--- src/logic/clock_ctrl_pkg.sv ---
// Shared constants and carrier types for the clock output select and divide block
package clock_ctrl_pkg;

   // ------------------------------------------------------------
   // Register indices (byte address is four times the index)
   // ------------------------------------------------------------
   localparam logic [9:0] IDX_TRIM_READ = 10'h074;
   localparam logic [9:0] IDX_LOAD_ADJ = 10'h077;
   localparam logic [9:0] IDX_SRC_SEL = 10'h07C;
   localparam logic [9:0] IDX_DIV_CTRL = 10'h07D;
   localparam logic [9:0] IDX_OVERRIDE = 10'h071;
   localparam logic [9:0] IDX_KEY = 10'h072;

   // ------------------------------------------------------------
   // Field positions
   // ------------------------------------------------------------
   localparam int TRIM_LSB = 0;
   localparam int CAP_OUT_LSB = 4;
   localparam int CAP_IN_LSB = 0;
   localparam int SEL2_LSB = 5;
   localparam int SEL3_LSB = 3;
   localparam int SEL5_BIT = 0;
   localparam int SECOND_PLL_DIV_BIT = 7;
   localparam int THIRD_PLL_DIV_BIT = 6;
   localparam int SYS_DIV_LSB = 3;
   localparam int DIV3_BIT = 2;
   localparam int DIV2_BIT = 1;
   localparam int DIV5_BIT = 0;
   localparam int OVD_BIT = 0;
   localparam int KEY_LSB = 0;

   // ------------------------------------------------------------
   // Reset, forced and default values
   // ------------------------------------------------------------
   localparam logic [3:0] CAP_RST = 4'h0;
   localparam logic [1:0] SEL2_RST = 2'h0;
   localparam logic [1:0] SEL3_FORCED = 2'h2;
   localparam logic [1:0] SEL3_OVD_DEFAULT = 2'h0;
   localparam logic SEL5_FORCED = 1'h1;
   localparam logic SEL5_DEFAULT = 1'h0;
   localparam logic SECOND_PLL_DIV_RST = 1'h0;
   localparam logic THIRD_PLL_DIV_RST = 1'h1;
   localparam logic [1:0] SYS_DIV_RST = 2'h1;
   localparam logic DIV3_RST = 1'h0;
   localparam logic OUT_DIV_FORCED = 1'h1;
   localparam logic OUT_DIV_DEFAULT = 1'h0;
   localparam logic OVD_RST = 1'h0;
   // Unlock word for the trim read-back; value is arbitrary
   localparam logic [15:0] KEY_VALUE = 16'hA5C3;
   // Divide exponent used when the third output divider bit is 1
   localparam logic [2:0] THIRD_DIV_EXP = 3'h1;

   // ------------------------------------------------------------
   // Source codes and carriers
   // ------------------------------------------------------------
   typedef enum logic [1:0] {
      SRC_PLL = 2'b00,
      SRC_GPIO = 2'b01,
      SRC_ALT = 2'b10,
      SRC_RSVD = 2'b11
   } src_code_t;

   typedef struct packed {
      logic [1:0] sel;
      logic [2:0] exp;
   } path_cfg_t;

endpackage

--- src/logic/clock_out_path.sv ---
// One clock output path: source pick, power-of-two divide, reserved gating
module clock_out_path import clock_ctrl_pkg::*; (
   // Clock and reset
   input wire logic clk,
   input wire logic rst_b,
   // Source levels and configuration
   input wire logic [3:0] src,
   input wire path_cfg_t cfg,
   // Output
   output logic clk_out
);

   typedef struct packed {
      logic prev;
      logic [3:0] cnt;
      logic out;
   } path_state_t;

   path_state_t path_reg, path_next;
   logic pick;

   // Sources are sampled at the core rate, so each must run well below it
   always_comb begin
      path_next = path_reg;
      pick = src[cfg.sel];
      path_next.prev = pick;
      if (cfg.sel == SRC_RSVD) begin
         path_next.cnt = 4'h0;
         path_next.out = 1'b0;
      end else begin
         if (pick && !path_reg.prev) begin
            path_next.cnt = path_reg.cnt + 4'h1;
         end
         if (cfg.exp == 3'h0) begin
            path_next.out = pick;
         end else begin
            path_next.out = path_next.cnt[2'(cfg.exp - 3'h1)];
         end
      end
   end

   always_ff @(posedge clk or negedge rst_b) begin
      if (!rst_b) begin
         path_reg <= '0;
      end else begin
         path_reg <= path_next;
      end
   end

   assign clk_out = path_reg.out;

endmodule // clock_out_path

--- src/logic/clock_output_select_divide.sv ---
// Clock output source select and divider control with APB register access
//
// Contract
// - The 5-bit crystal output trim is read-only, set by the device: 00h 8pF, 0.5pF a step.
// - Reading the crystal output trim needs the security key to be unlocked.
// - Signed 4-bit load adjusts at 7:4 (output pin) and 3:0 (input pin), both reset 0.
// - Second source at 6:5 resets 00: second PLL, general pin, oscillator, reserved.
// - Third source at 4:3 is held at 10 (FLL) and ignores writes while override is 0.
// - When override is 1 the third source defaults to 00 (third PLL) and takes writes.
// - Fifth source is bit 0 (0 oscillator, 1 FLL), led by the fifth pin without override.
// - Override 0 and fifth pin low force the fifth source to 1 and writes are ignored.
// - Override 0 and fifth pin high default the fifth source to 0 and leave it writable.
// - Override 1 defaults the fifth source to 0 whatever the pin and keeps it writable; with the pin already high the code keeps the current value.
// - PLL output dividers at bits 7 and 6 reset to 0 and 1; 0 divides by 2, 1 by 4.
// - System clock divider at 4:3 resets to 01; 00 by 1, 01 by 2, 10 by 4, 11 reserved.
// - Third output divider at bit 2 resets to 0; 0 passes the clock undivided.
// - Second output divider bit 1: locked at 1 without override, else default 0, writable.
// - Fifth output divider bit 0: locked at 1 without override, else default 0, writable.
//
// Design decision made here: the APB register port.
module clock_output_select_divide import clock_ctrl_pkg::*; (
   // Clock and reset
   input wire logic CORE_CLK,
   input wire logic RST_B,
   // APB slave
   input wire logic PSEL,
   input wire logic PENABLE,
   input wire logic PWRITE,
   input wire logic [11:0] PADDR,
   input wire logic [31:0] PWDATA,
   output logic [31:0] PRDATA,
   output logic PREADY,
   output logic PSLVERR,
   // Clock sources
   input wire logic SECOND_PLL,
   input wire logic THIRD_PLL,
   input wire logic FLL_CLK,
   input wire logic OSC_CLK,
   input wire logic SECOND_GENERAL_PIN,
   input wire logic THIRD_GENERAL_PIN,
   input wire logic FIFTH_GENERAL_PIN,
   // Automatic trim result
   input wire logic [4:0] TRIM_CAP_CODE,
   // Crystal load adjustments
   output logic [3:0] CRYSTAL_OUT_LOAD_ADJUST,
   output logic [3:0] CRYSTAL_IN_LOAD_ADJUST,
   // Clock outputs
   output logic SECOND_CLOCK_OUTPUT,
   output logic THIRD_CLOCK_OUTPUT,
   output logic FIFTH_CLOCK_OUTPUT,
   output logic SYSTEM_CLOCK
);

   // ------------------------------------------------------------
   // State
   // ------------------------------------------------------------
   typedef struct packed {
      logic [1:0] sel2;
      logic [1:0] sel3;
      logic sel5;
      logic second_pll_div;
      logic third_pll_div;
      logic [1:0] sys_div;
      logic div3;
      logic div2;
      logic div5;
      logic [3:0] cap_out;
      logic [3:0] cap_in;
      logic ovd;
      logic ovd_prev;
      logic wr5_prev;
      logic [4:0] trim;
      logic ready;
      logic slverr;
      logic [31:0] rdata;
   } ctl_state_t;

   ctl_state_t ctl_reg, ctl_next;
   logic [9:0] idx;
   logic done;
   logic wr;
   logic mapped;
   logic unlocked;
   logic wr5_now;
   logic [2:0] second_pll_exp;
   logic [2:0] third_pll_exp;
   logic [3:0] path_src [4];
   path_cfg_t path_cfg [4];
   logic [3:0] path_out;

   assign idx = PADDR[11:2];
   assign done = PSEL && PENABLE && ctl_reg.ready;
   assign wr = done && PWRITE;
   assign mapped = (idx == IDX_TRIM_READ) || (idx == IDX_LOAD_ADJ) ||
                   (idx == IDX_SRC_SEL) || (idx == IDX_DIV_CTRL) ||
                   (idx == IDX_OVERRIDE) || (idx == IDX_KEY);
   assign wr5_now = ctl_reg.ovd || FIFTH_GENERAL_PIN;

   // ------------------------------------------------------------
   // Security key
   // ------------------------------------------------------------
   key_guard u_key (
      .clk(CORE_CLK),
      .rst_b(RST_B),
      .wr_stb(wr && (idx == IDX_KEY)),
      .wr_key(PWDATA[KEY_LSB +: 16]),
      .unlocked(unlocked)
   );

   // ------------------------------------------------------------
   // Register file and override handling
   // ------------------------------------------------------------
   always_comb begin
      ctl_next = ctl_reg;
      // One wait state: ready rises in the cycle after the first access cycle
      ctl_next.ready = PSEL && PENABLE && !ctl_reg.ready;
      ctl_next.trim = TRIM_CAP_CODE;
      if (PSEL && PENABLE && !ctl_reg.ready) begin
         ctl_next.slverr = !mapped;
         ctl_next.rdata = 32'h0;
         if (!PWRITE) begin
            unique case (idx)
               IDX_TRIM_READ: begin
                  if (unlocked) begin
                     ctl_next.rdata[TRIM_LSB +: 5] = ctl_reg.trim;
                  end
               end
               IDX_LOAD_ADJ: begin
                  ctl_next.rdata[CAP_OUT_LSB +: 4] = ctl_reg.cap_out;
                  ctl_next.rdata[CAP_IN_LSB +: 4] = ctl_reg.cap_in;
               end
               IDX_SRC_SEL: begin
                  ctl_next.rdata[SEL2_LSB +: 2] = ctl_reg.sel2;
                  ctl_next.rdata[SEL3_LSB +: 2] = ctl_reg.sel3;
                  ctl_next.rdata[SEL5_BIT] = ctl_reg.sel5;
               end
               IDX_DIV_CTRL: begin
                  ctl_next.rdata[SECOND_PLL_DIV_BIT] = ctl_reg.second_pll_div;
                  ctl_next.rdata[THIRD_PLL_DIV_BIT] = ctl_reg.third_pll_div;
                  ctl_next.rdata[SYS_DIV_LSB +: 2] = ctl_reg.sys_div;
                  ctl_next.rdata[DIV3_BIT] = ctl_reg.div3;
                  ctl_next.rdata[DIV2_BIT] = ctl_reg.div2;
                  ctl_next.rdata[DIV5_BIT] = ctl_reg.div5;
               end
               IDX_OVERRIDE: ctl_next.rdata[OVD_BIT] = ctl_reg.ovd;
               IDX_KEY: ctl_next.rdata[0] = unlocked;
               default: ctl_next.rdata = 32'h0;
            endcase
         end
      end
      if (wr) begin
         unique case (idx)
            IDX_LOAD_ADJ: begin
               ctl_next.cap_out = PWDATA[CAP_OUT_LSB +: 4];
               ctl_next.cap_in = PWDATA[CAP_IN_LSB +: 4];
            end
            IDX_SRC_SEL: begin
               ctl_next.sel2 = PWDATA[SEL2_LSB +: 2];
               if (ctl_reg.ovd) begin
                  ctl_next.sel3 = PWDATA[SEL3_LSB +: 2];
               end
               if (wr5_now) begin
                  ctl_next.sel5 = PWDATA[SEL5_BIT];
               end
            end
            IDX_DIV_CTRL: begin
               ctl_next.second_pll_div = PWDATA[SECOND_PLL_DIV_BIT];
               ctl_next.third_pll_div = PWDATA[THIRD_PLL_DIV_BIT];
               ctl_next.sys_div = PWDATA[SYS_DIV_LSB +: 2];
               ctl_next.div3 = PWDATA[DIV3_BIT];
               if (ctl_reg.ovd) begin
                  ctl_next.div2 = PWDATA[DIV2_BIT];
                  ctl_next.div5 = PWDATA[DIV5_BIT];
               end
            end
            IDX_OVERRIDE: ctl_next.ovd = PWDATA[OVD_BIT];
            // Trim read-back and key words leave this state alone
            default: ctl_next.ovd = ctl_reg.ovd;
         endcase
      end
      // Forced values win over writes; defaults load on entry to the writable state
      ctl_next.ovd_prev = ctl_reg.ovd;
      ctl_next.wr5_prev = wr5_now;
      if (!ctl_reg.ovd) begin
         ctl_next.sel3 = SEL3_FORCED;
         ctl_next.div2 = OUT_DIV_FORCED;
         ctl_next.div5 = OUT_DIV_FORCED;
      end else if (!ctl_reg.ovd_prev) begin
         ctl_next.sel3 = SEL3_OVD_DEFAULT;
         ctl_next.div2 = OUT_DIV_DEFAULT;
         ctl_next.div5 = OUT_DIV_DEFAULT;
      end
      if (!wr5_now) begin
         ctl_next.sel5 = SEL5_FORCED;
      end else if (!ctl_reg.wr5_prev) begin
         ctl_next.sel5 = SEL5_DEFAULT;
      end
   end

   always_ff @(posedge CORE_CLK or negedge RST_B) begin
      if (!RST_B) begin
         ctl_reg <= '0;
         ctl_reg.sel2 <= SEL2_RST;
         ctl_reg.sel3 <= SEL3_FORCED;
         ctl_reg.sel5 <= SEL5_FORCED;
         ctl_reg.second_pll_div <= SECOND_PLL_DIV_RST;
         ctl_reg.third_pll_div <= THIRD_PLL_DIV_RST;
         ctl_reg.sys_div <= SYS_DIV_RST;
         ctl_reg.div3 <= DIV3_RST;
         ctl_reg.div2 <= OUT_DIV_FORCED;
         ctl_reg.div5 <= OUT_DIV_FORCED;
         ctl_reg.cap_out <= CAP_RST;
         ctl_reg.cap_in <= CAP_RST;
         ctl_reg.ovd <= OVD_RST;
      end else begin
         ctl_reg <= ctl_next;
      end
   end

   // ------------------------------------------------------------
   // Clock path configuration
   // ------------------------------------------------------------
   // PLL output divide by 2 or 4 folds into the path exponent
   assign second_pll_exp = ctl_reg.second_pll_div ? 3'h2 : 3'h1;
   assign third_pll_exp = ctl_reg.third_pll_div ? 3'h2 : 3'h1;

   always_comb begin
      path_src[0] = {1'b0, OSC_CLK, SECOND_GENERAL_PIN, SECOND_PLL};
      path_cfg[0].sel = ctl_reg.sel2;
      path_cfg[0].exp = {2'h0, ctl_reg.div2};
      if (ctl_reg.sel2 == SRC_PLL) begin
         path_cfg[0].exp = second_pll_exp + {2'h0, ctl_reg.div2};
      end
      path_src[1] = {1'b0, FLL_CLK, THIRD_GENERAL_PIN, THIRD_PLL};
      path_cfg[1].sel = ctl_reg.sel3;
      path_cfg[1].exp = ctl_reg.div3 ? THIRD_DIV_EXP : 3'h0;
      if (ctl_reg.sel3 == SRC_PLL) begin
         path_cfg[1].exp = third_pll_exp + path_cfg[1].exp;
      end
      path_src[2] = {2'h0, FLL_CLK, OSC_CLK};
      path_cfg[2].sel = {1'b0, ctl_reg.sel5};
      path_cfg[2].exp = {2'h0, ctl_reg.div5};
      path_src[3] = {3'h0, THIRD_PLL};
      path_cfg[3].sel = (ctl_reg.sys_div == 2'h3) ? SRC_RSVD : SRC_PLL;
      path_cfg[3].exp = third_pll_exp + {1'b0, ctl_reg.sys_div};
   end

   // ------------------------------------------------------------
   // Clock paths
   // ------------------------------------------------------------
   for (genvar g = 0; g < 4; g++) begin : g_path
      clock_out_path u_path (
         .clk(CORE_CLK),
         .rst_b(RST_B),
         .src(path_src[g]),
         .cfg(path_cfg[g]),
         .clk_out(path_out[g])
      );
   end

   assign SECOND_CLOCK_OUTPUT = path_out[0];
   assign THIRD_CLOCK_OUTPUT = path_out[1];
   assign FIFTH_CLOCK_OUTPUT = path_out[2];
   assign SYSTEM_CLOCK = path_out[3];
   assign PRDATA = ctl_reg.rdata;
   assign PREADY = ctl_reg.ready;
   assign PSLVERR = ctl_reg.slverr;
   assign CRYSTAL_OUT_LOAD_ADJUST = ctl_reg.cap_out;
   assign CRYSTAL_IN_LOAD_ADJUST = ctl_reg.cap_in;
endmodule // clock_output_select_divide

--- src/logic/key_guard.sv ---
// Security key latch that gates the crystal trim read-back
module key_guard import clock_ctrl_pkg::*; (
   // Clock and reset
   input wire logic clk,
   input wire logic rst_b,
   // Key write
   input wire logic wr_stb,
   input wire logic [15:0] wr_key,
   // State
   output logic unlocked
);

   typedef struct packed {
      logic open;
   } key_state_t;

   key_state_t key_reg, key_next;

   // Any other word relocks, so a stray write cannot leave it open
   always_comb begin
      key_next = key_reg;
      if (wr_stb) begin
         key_next.open = (wr_key == KEY_VALUE);
      end
   end

   always_ff @(posedge clk or negedge rst_b) begin
      if (!rst_b) begin
         key_reg <= '0;
      end else begin
         key_reg <= key_next;
      end
   end

   assign unlocked = key_reg.open;

endmodule // key_guard

--- config.mk ---
export PLATFORM = sky130hd
export DESIGN_NAME = clock_output_select_divide
export DESIGN_NICKNAME = d
export VERILOG_FILES = /design/src/logic/clock_ctrl_pkg.sv /design/src/logic/clock_out_path.sv /design/src/logic/clock_output_select_divide.sv /design/src/logic/key_guard.sv
export SDC_FILE = /design/constraint.sdc
export NUM_CORES = 1
export LEC_CHECK = 0
export BUFFER_PORTS_ARGS = -buffer_cell sky130_fd_sc_hd__buf_2
export CAP_MARGIN = 20
export CORE_ASPECT_RATIO = 1.25
export CORE_MARGIN = 3
export CORE_UTILIZATION = 52
export CTS_CLUSTER_DIAMETER = 40
export DETAILED_ROUTE_END_ITERATION = 10
export GPL_TIMING_DRIVEN = 0
export PLACE_DENSITY = 0.85
export SYNTH_ARGS = -nofsm -noshare
export SYNTH_HDL_FRONTEND = slang
export SYNTH_SLANG_ARGS = --single-unit
--- constraint.sdc ---
create_clock -name CORE_CLK -period 2.9 [get_ports CORE_CLK]
set_clock_uncertainty 0.05 [all_clocks]
set_input_delay 0.29 -clock CORE_CLK [delete_from_list [all_inputs] [get_ports CORE_CLK]]
set_output_delay 0.29 -clock CORE_CLK [all_outputs]
set_load 0.05 [all_outputs]
Word level (Yosys, flattened, before mapping)
Cells that the tools add are included.

Logic and storage cells: 158. Register bits: 87. Bits of input ports: 61. Output and inout bits: 46.

Equal/unequal tests: 16. Magnitude comparators: 8. Add/subtract/negate cells: 11. Reduce and logical (&&, ||, !) cells: 34. Muxes and demuxes: 58.

Operators by type and width (number): 10-bit by 7-bit equality test with 1-bit output, second input constant (6); 4-bit two-way mux (7); 2-bit by 3-bit < comparator with 1-bit output, second input constant (7); 5-bit two-way mux (4); 19-bit two-way mux (1); 1-bit two-way mux (18); 2-bit two-way mux (9); 4-bit by 1-bit adder with 4-bit output, second input constant (4); 16-bit equality test, second input constant (1); 8-bit two-way mux (2); 1-bit binary-select mux with 2-bit select (7); 2-bit AND reduction (7); 3-bit logical NOT (4); 3-bit by 2-bit != test with 1-bit output, second input constant (4); 1-bit logical AND (9); 3-bit two-way mux (3); 2-bit equality test, second input constant (4); 2-bit one-hot mux with 4 select lines (1); 7-bit two-way mux (1); 2-bit by 1-bit adder with 3-bit output (2); 1-bit logical NOT (6); 1-bit logical OR (6); 1-bit one-hot mux with 6 select lines (1); 2-bit one-hot mux with 3 select lines (1); other kinds (8) (12).

Longest topological paths before layout
Depth in word-level cells: 11. Gate-level depth with buffers: 8. Depth with buffers taken out: 8.

By module
A second synthesis with hierarchy kept.

Cell total of the unflattened synthesis: 394. Area total of the unflattened synthesis: 4036.4 µm².

Modules (own cells, without submodules): clock_output_select_divide (area each 2259.7 µm², instances 1, cells each 219, sequential area each 958.4 µm²); clock_out_path (g_path[1].u_path ...) (area each 411.6 µm², instances 3, cells each 42, sequential area each 150.1 µm²); clock_out_path (g_path[0].u_path) (area each 442.9 µm², instances 1, cells each 40, sequential area each 150.1 µm²); key_guard (area each 98.8 µm², instances 1, cells each 9, sequential area each 25.0 µm²).

Worst setup path before layout
No wires, ideal clock.

Path kind: reg-to-reg. From: reg ctl_reg[55] (netlist bit). To: reg g_path[3].u_path.path_reg (netlist bit g_path[3].u_path.clk_out). Cell stages (with the launch flop): 8. Required time: 2763 ps. Library setup time: 87 ps. Arrival time: 2054 ps. Path slack: 709 ps. Buffers on the path: 0. Period minus slack after synthesis: 2191 ps. Cell sequence: dfstp_2 inv_1 ha_1 fa_1 inv_1 ha_1 mux4_2 a211oi_2.

RTL lines: start: declaration (line clock_output_select_divide.sv:78) `ctl_state_t ctl_reg, ctl_next;`; start signal: assignment (line clock_output_select_divide.sv:216) `ctl_reg <= ctl_next;`; end signal: assignment (line clock_out_path.sv:46) `path_reg <= path_next;`; end: declaration (line clock_out_path.sv:19) `path_state_t path_reg, path_next;`.

==> results.cfg <==
[power_and_ir_drop]
cellLeakagePower_nw = 2.12
total_power_mw = 2.39
power.density_cell_area_nw_per_um2 = 560
combPwrFrac = 0.263
peak_supply_drop_uv = 410
seq_power_share = 0.439
power.switching_mw = 0.787
power.clock.fraction = 0.298
p_sw_frac = 0.329
internal_power_mw = 1.60

[sta]
setup_tns_ns = 0
setup_viol_count_final = 0
period_needed_ns = 2.30
worst_slew_margin_relative_to_its_limit = 0.545
final_clock_period_utilization_by_the_worst_path = 0.794
report.final.hold_viol_count = 0
worst-slew-pin-transition_ns = 0.682
rsz_0062_raised_after_global_routing = false
timing.fmax_mhz = 434
final_max_slew_viol_count = 0

[clock_network]
h-tree-depth = 3
postCtsResizedCells = 0
clk_transition_reported_paths_ns = 0.07
cts-root-buf = sky130_fd_sc_hd__clkbuf_8
worst_skew_pair.late_latency_ns = 0.34
cts-root-to-sink-buffers = 2
cts_tree = done
tritoncts.num_buffers = 9
clock-sinks = 60

[synth]
syn-mean-instance-area_um2 = 10.1
post_synth_mux_area_share = 0.108
synth.ff_latch_count = 60
dominantRegCellSynth = sky130_fd_sc_hd__dfrtp_1
yosys.area_share.simple = 0.151
yosysWarnings = 0
sequential_fraction_of_the_synthesis_area = 0.432
number_of_synthesized_flops_with_an_enable_pin = 0
synth_top_family_by_area = simple AND/OR/NAND/NOR gates
synth_async_reset_ratio = 1.00
post_synth_xor_area_fraction = 0.0251
yosysUniqueCellTypes = 56
synth_compound_area_frac = 0.120
post_synthesis_cells = 345
synth_fa_ha_area_frac = 0.0451
netlist_area_um2 = 3490

[worst_setup_path]
number_of_cells_traversed_by_the_worst_register_to_register_path = 7
timing.critical_path.from_type = flop
timing.rr.start = ctl_reg[55]
critPathCaptureType = flop
timing.critical_path.arrival_ns = 2.51
r2r-end = g_path[3].u_path.clk_out
crit_fanout = 5
path_class = reg2reg
critPathRequiredTime_ns = 3.11
rrSetupSlack_ns = 0.60

[grt]
grt_util_met1 = 0.242
gr-total-overflow = 0
grt_max_degree = 33
global_route.usage.met3 = 0.0529
grt_pass1_wl_um = 12800
grt_usage = 0.208
first_global_vias = 2829
global_route.peak_usage_layer = met2
antenna_found_initial = 0
use_met2 = 0.353

[layout]
fin_nets = 522
number_of_flip_flops_in_the_largest_register = 19
multi_input_comb_area_um2 = 1660
drive_above_1_share = 0.333
final.fill_count = 518
syn_to_final_growth_pct = 22.1
antenna_cells_inserted = 0
layout.area.seq_um2 = 1510
final_area_um2 = 4270

[die]
rows = 32
horizontal_extent_of_the_die_um = 79.3
floorplan.initialDensity = 0.552
die_y_um = 97.7
fp.dieArea_um2 = 7750
pin_count = 107
coreArea_um2 = 6330

[routing]
viasPerCell = 5.32
via_count = 2870
detailedRoute.firstIterationViolations = 149
drt_first_pass_iters = 4
post_route_drc = 0
routed_wirelength_um = 7690
wl_per_cell_um = 14.3
ant_nets = 0

[placed_design]
hpwlAfterDp_um = 5910
gp_congestion = 0.894
numPortBuffers = 63
placed_area_um2 = 4020

[run]
timing.max_cap.violations = 0

[worst_hold_path]
min_from = FIFTH_GENERAL_PIN
whs_endpoint = ctl_reg[39]
timing.hold.worst.class = in2reg
hold_path_depth = 2

[outcome]
status = finished clean
[power by group through the flow]
stage          Sequential, mW  Combinational (mW)  Clock (mW)
3_3_place_gp             1.06               0.594           0
2_1_floorplan            1.14               0.389           0
3_5_place_dp             1.06               0.623           0
6_report                 1.05               0.629       0.713
5_1_grt                  1.06               0.693       0.767
4_1_cts                  1.05               0.632       0.727
[worst max-delay path, cell delays in order, from the launching register on]
cell,delay [ns]
sky130_fd_sc_hd__dfstp_2,0.58
sky130_fd_sc_hd__inv_1,0.08
sky130_fd_sc_hd__ha_1,0.19
sky130_fd_sc_hd__fa_1,0.48
sky130_fd_sc_hd__inv_1,0.04
sky130_fd_sc_hd__ha_1,0.27
sky130_fd_sc_hd__mux4_2,0.30
sky130_fd_sc_hd__a211oi_2,0.23
[how the worst max path moves through the flow]
stage,from,endpoint,slack (ns),cells past startpoint
floorplan,ctl_reg[55],g_path[3].u_path.clk_out,0.71,7
global placement,ctl_reg[55],g_path[3].u_path.clk_out,0.63,7
detailed placement,ctl_reg[55],g_path[3].u_path.clk_out,0.58,7
CTS,ctl_reg[55],g_path[3].u_path.clk_out,0.58,7
global route,ctl_reg[55],g_path[3].u_path.clk_out,0.45,7
finish,ctl_reg[55],g_path[3].u_path.clk_out,0.60,7
[metal layers]
metal,wire length [um],part of all wire
met5,0,0
met4,207,0.027
met1,2980,0.39
met2,3960,0.52
met3,537,0.070
[cells by family (layout without fill, tap and decap cells)]
family / after synthesis / after routing
and+or+nand+nor: 91 / 91
other: 1 / 24
adders and majority gates: 12 / 12
AOI/OAI and AO/OA: 69 / 69
buffers and inverters: 68 / 154
xor gates and xnor gates: 10 / 10
DFF: 60 / 60
muxes: 34 / 34
[placed cells by master (no fill, tap or decap), types with 2 or more instances in the layout]
master and count:
sky130_fd_sc_hd__a21oi_1 18, sky130_fd_sc_hd__a22oi_1 2, sky130_fd_sc_hd__a31oi_1 5, sky130_fd_sc_hd__and3b_1 2, sky130_fd_sc_hd__and4b_1 2, sky130_fd_sc_hd__buf_2 63
sky130_fd_sc_hd__buf_4 40, sky130_fd_sc_hd__clkbuf_1 13, sky130_fd_sc_hd__clkbuf_8 9, sky130_fd_sc_hd__clkinv_2 3, sky130_fd_sc_hd__conb_1 24, sky130_fd_sc_hd__dfrtp_1 54
sky130_fd_sc_hd__dfstp_2 6, sky130_fd_sc_hd__dlygate4sd3_1 6, sky130_fd_sc_hd__ha_1 11, sky130_fd_sc_hd__inv_1 16, sky130_fd_sc_hd__mux2_2 19, sky130_fd_sc_hd__mux2i_1 14
sky130_fd_sc_hd__nand2_1 21, sky130_fd_sc_hd__nand3_1 9, sky130_fd_sc_hd__nand3b_1 5, sky130_fd_sc_hd__nand4_1 5, sky130_fd_sc_hd__nor2_1 18, sky130_fd_sc_hd__nor2b_1 5
sky130_fd_sc_hd__nor3_1 4, sky130_fd_sc_hd__nor3b_1 4, sky130_fd_sc_hd__nor4b_1 2, sky130_fd_sc_hd__nor4bb_1 3, sky130_fd_sc_hd__o211ai_1 2, sky130_fd_sc_hd__o21ai_0 24
sky130_fd_sc_hd__o21ai_1 2, sky130_fd_sc_hd__o31ai_1 3, sky130_fd_sc_hd__or3_1 2, sky130_fd_sc_hd__xnor2_1 4, sky130_fd_sc_hd__xor2_1 6
[what timing repair did]
| action | CTS | global route |
|---|---|---|
| setup buffers | 0 | 0 |
| hold endpoints to repair | 33 | 0 |
| hold buffers | 6 | 0 |
[cell type report]
class,count,share of cell area
clock buffer,11,0.0308
tap,85,0.0249
buffer,52,0.0827
inverter,16,0.0141
timing repair buffer,70,0.0927
clock inverter,5,0.0123
multi-input combinational,240,0.389
sequential,60,0.354
[per-stage QoR]
step,cells,hold WS (ns),setup WS [ns],utilization
3_5_place_dp,517,0.322,0.578,0.636
6_report,539,0.108,0.596,0.674
4_1_cts,539,0.0963,0.579,0.674
5_1_grt,539,0.0963,0.451,0.674
2_1_floorplan,368,-0.0556,0.709,-
3_3_place_gp,516,0.349,0.635,0.633
[cells in the mapped netlist, drive strengths merged, types with 2 or more instances]
cell    number  share of area
inv         16          0.017
nor4         2         0.0079
o21ai       26          0.037
a22oi        2         0.0043
nand4        5         0.0090
buf         41          0.089
nor3b        5          0.014
a31oi        5         0.0090
nor2b        5         0.0090
nand3        9          0.013
mux2        19          0.061
ha          11          0.039
xnor2        4          0.010
and2         2         0.0043
and4b        2         0.0057
xor2         6          0.015
nor3         4         0.0057
mux2i       14          0.040
o211ai       2         0.0043
nor4bb       3         0.0086
nand3b       5          0.011
or3          2         0.0036
nand2       21          0.023
clkbuf      11          0.012
dfrtp       54           0.39
a21oi       18          0.026
dfstp        6          0.045
nor4b        2         0.0050
nor2        18          0.019
and3b        2         0.0050
o31ai        3         0.0064
No activity file was read; power rests on OpenSTA's default activity.
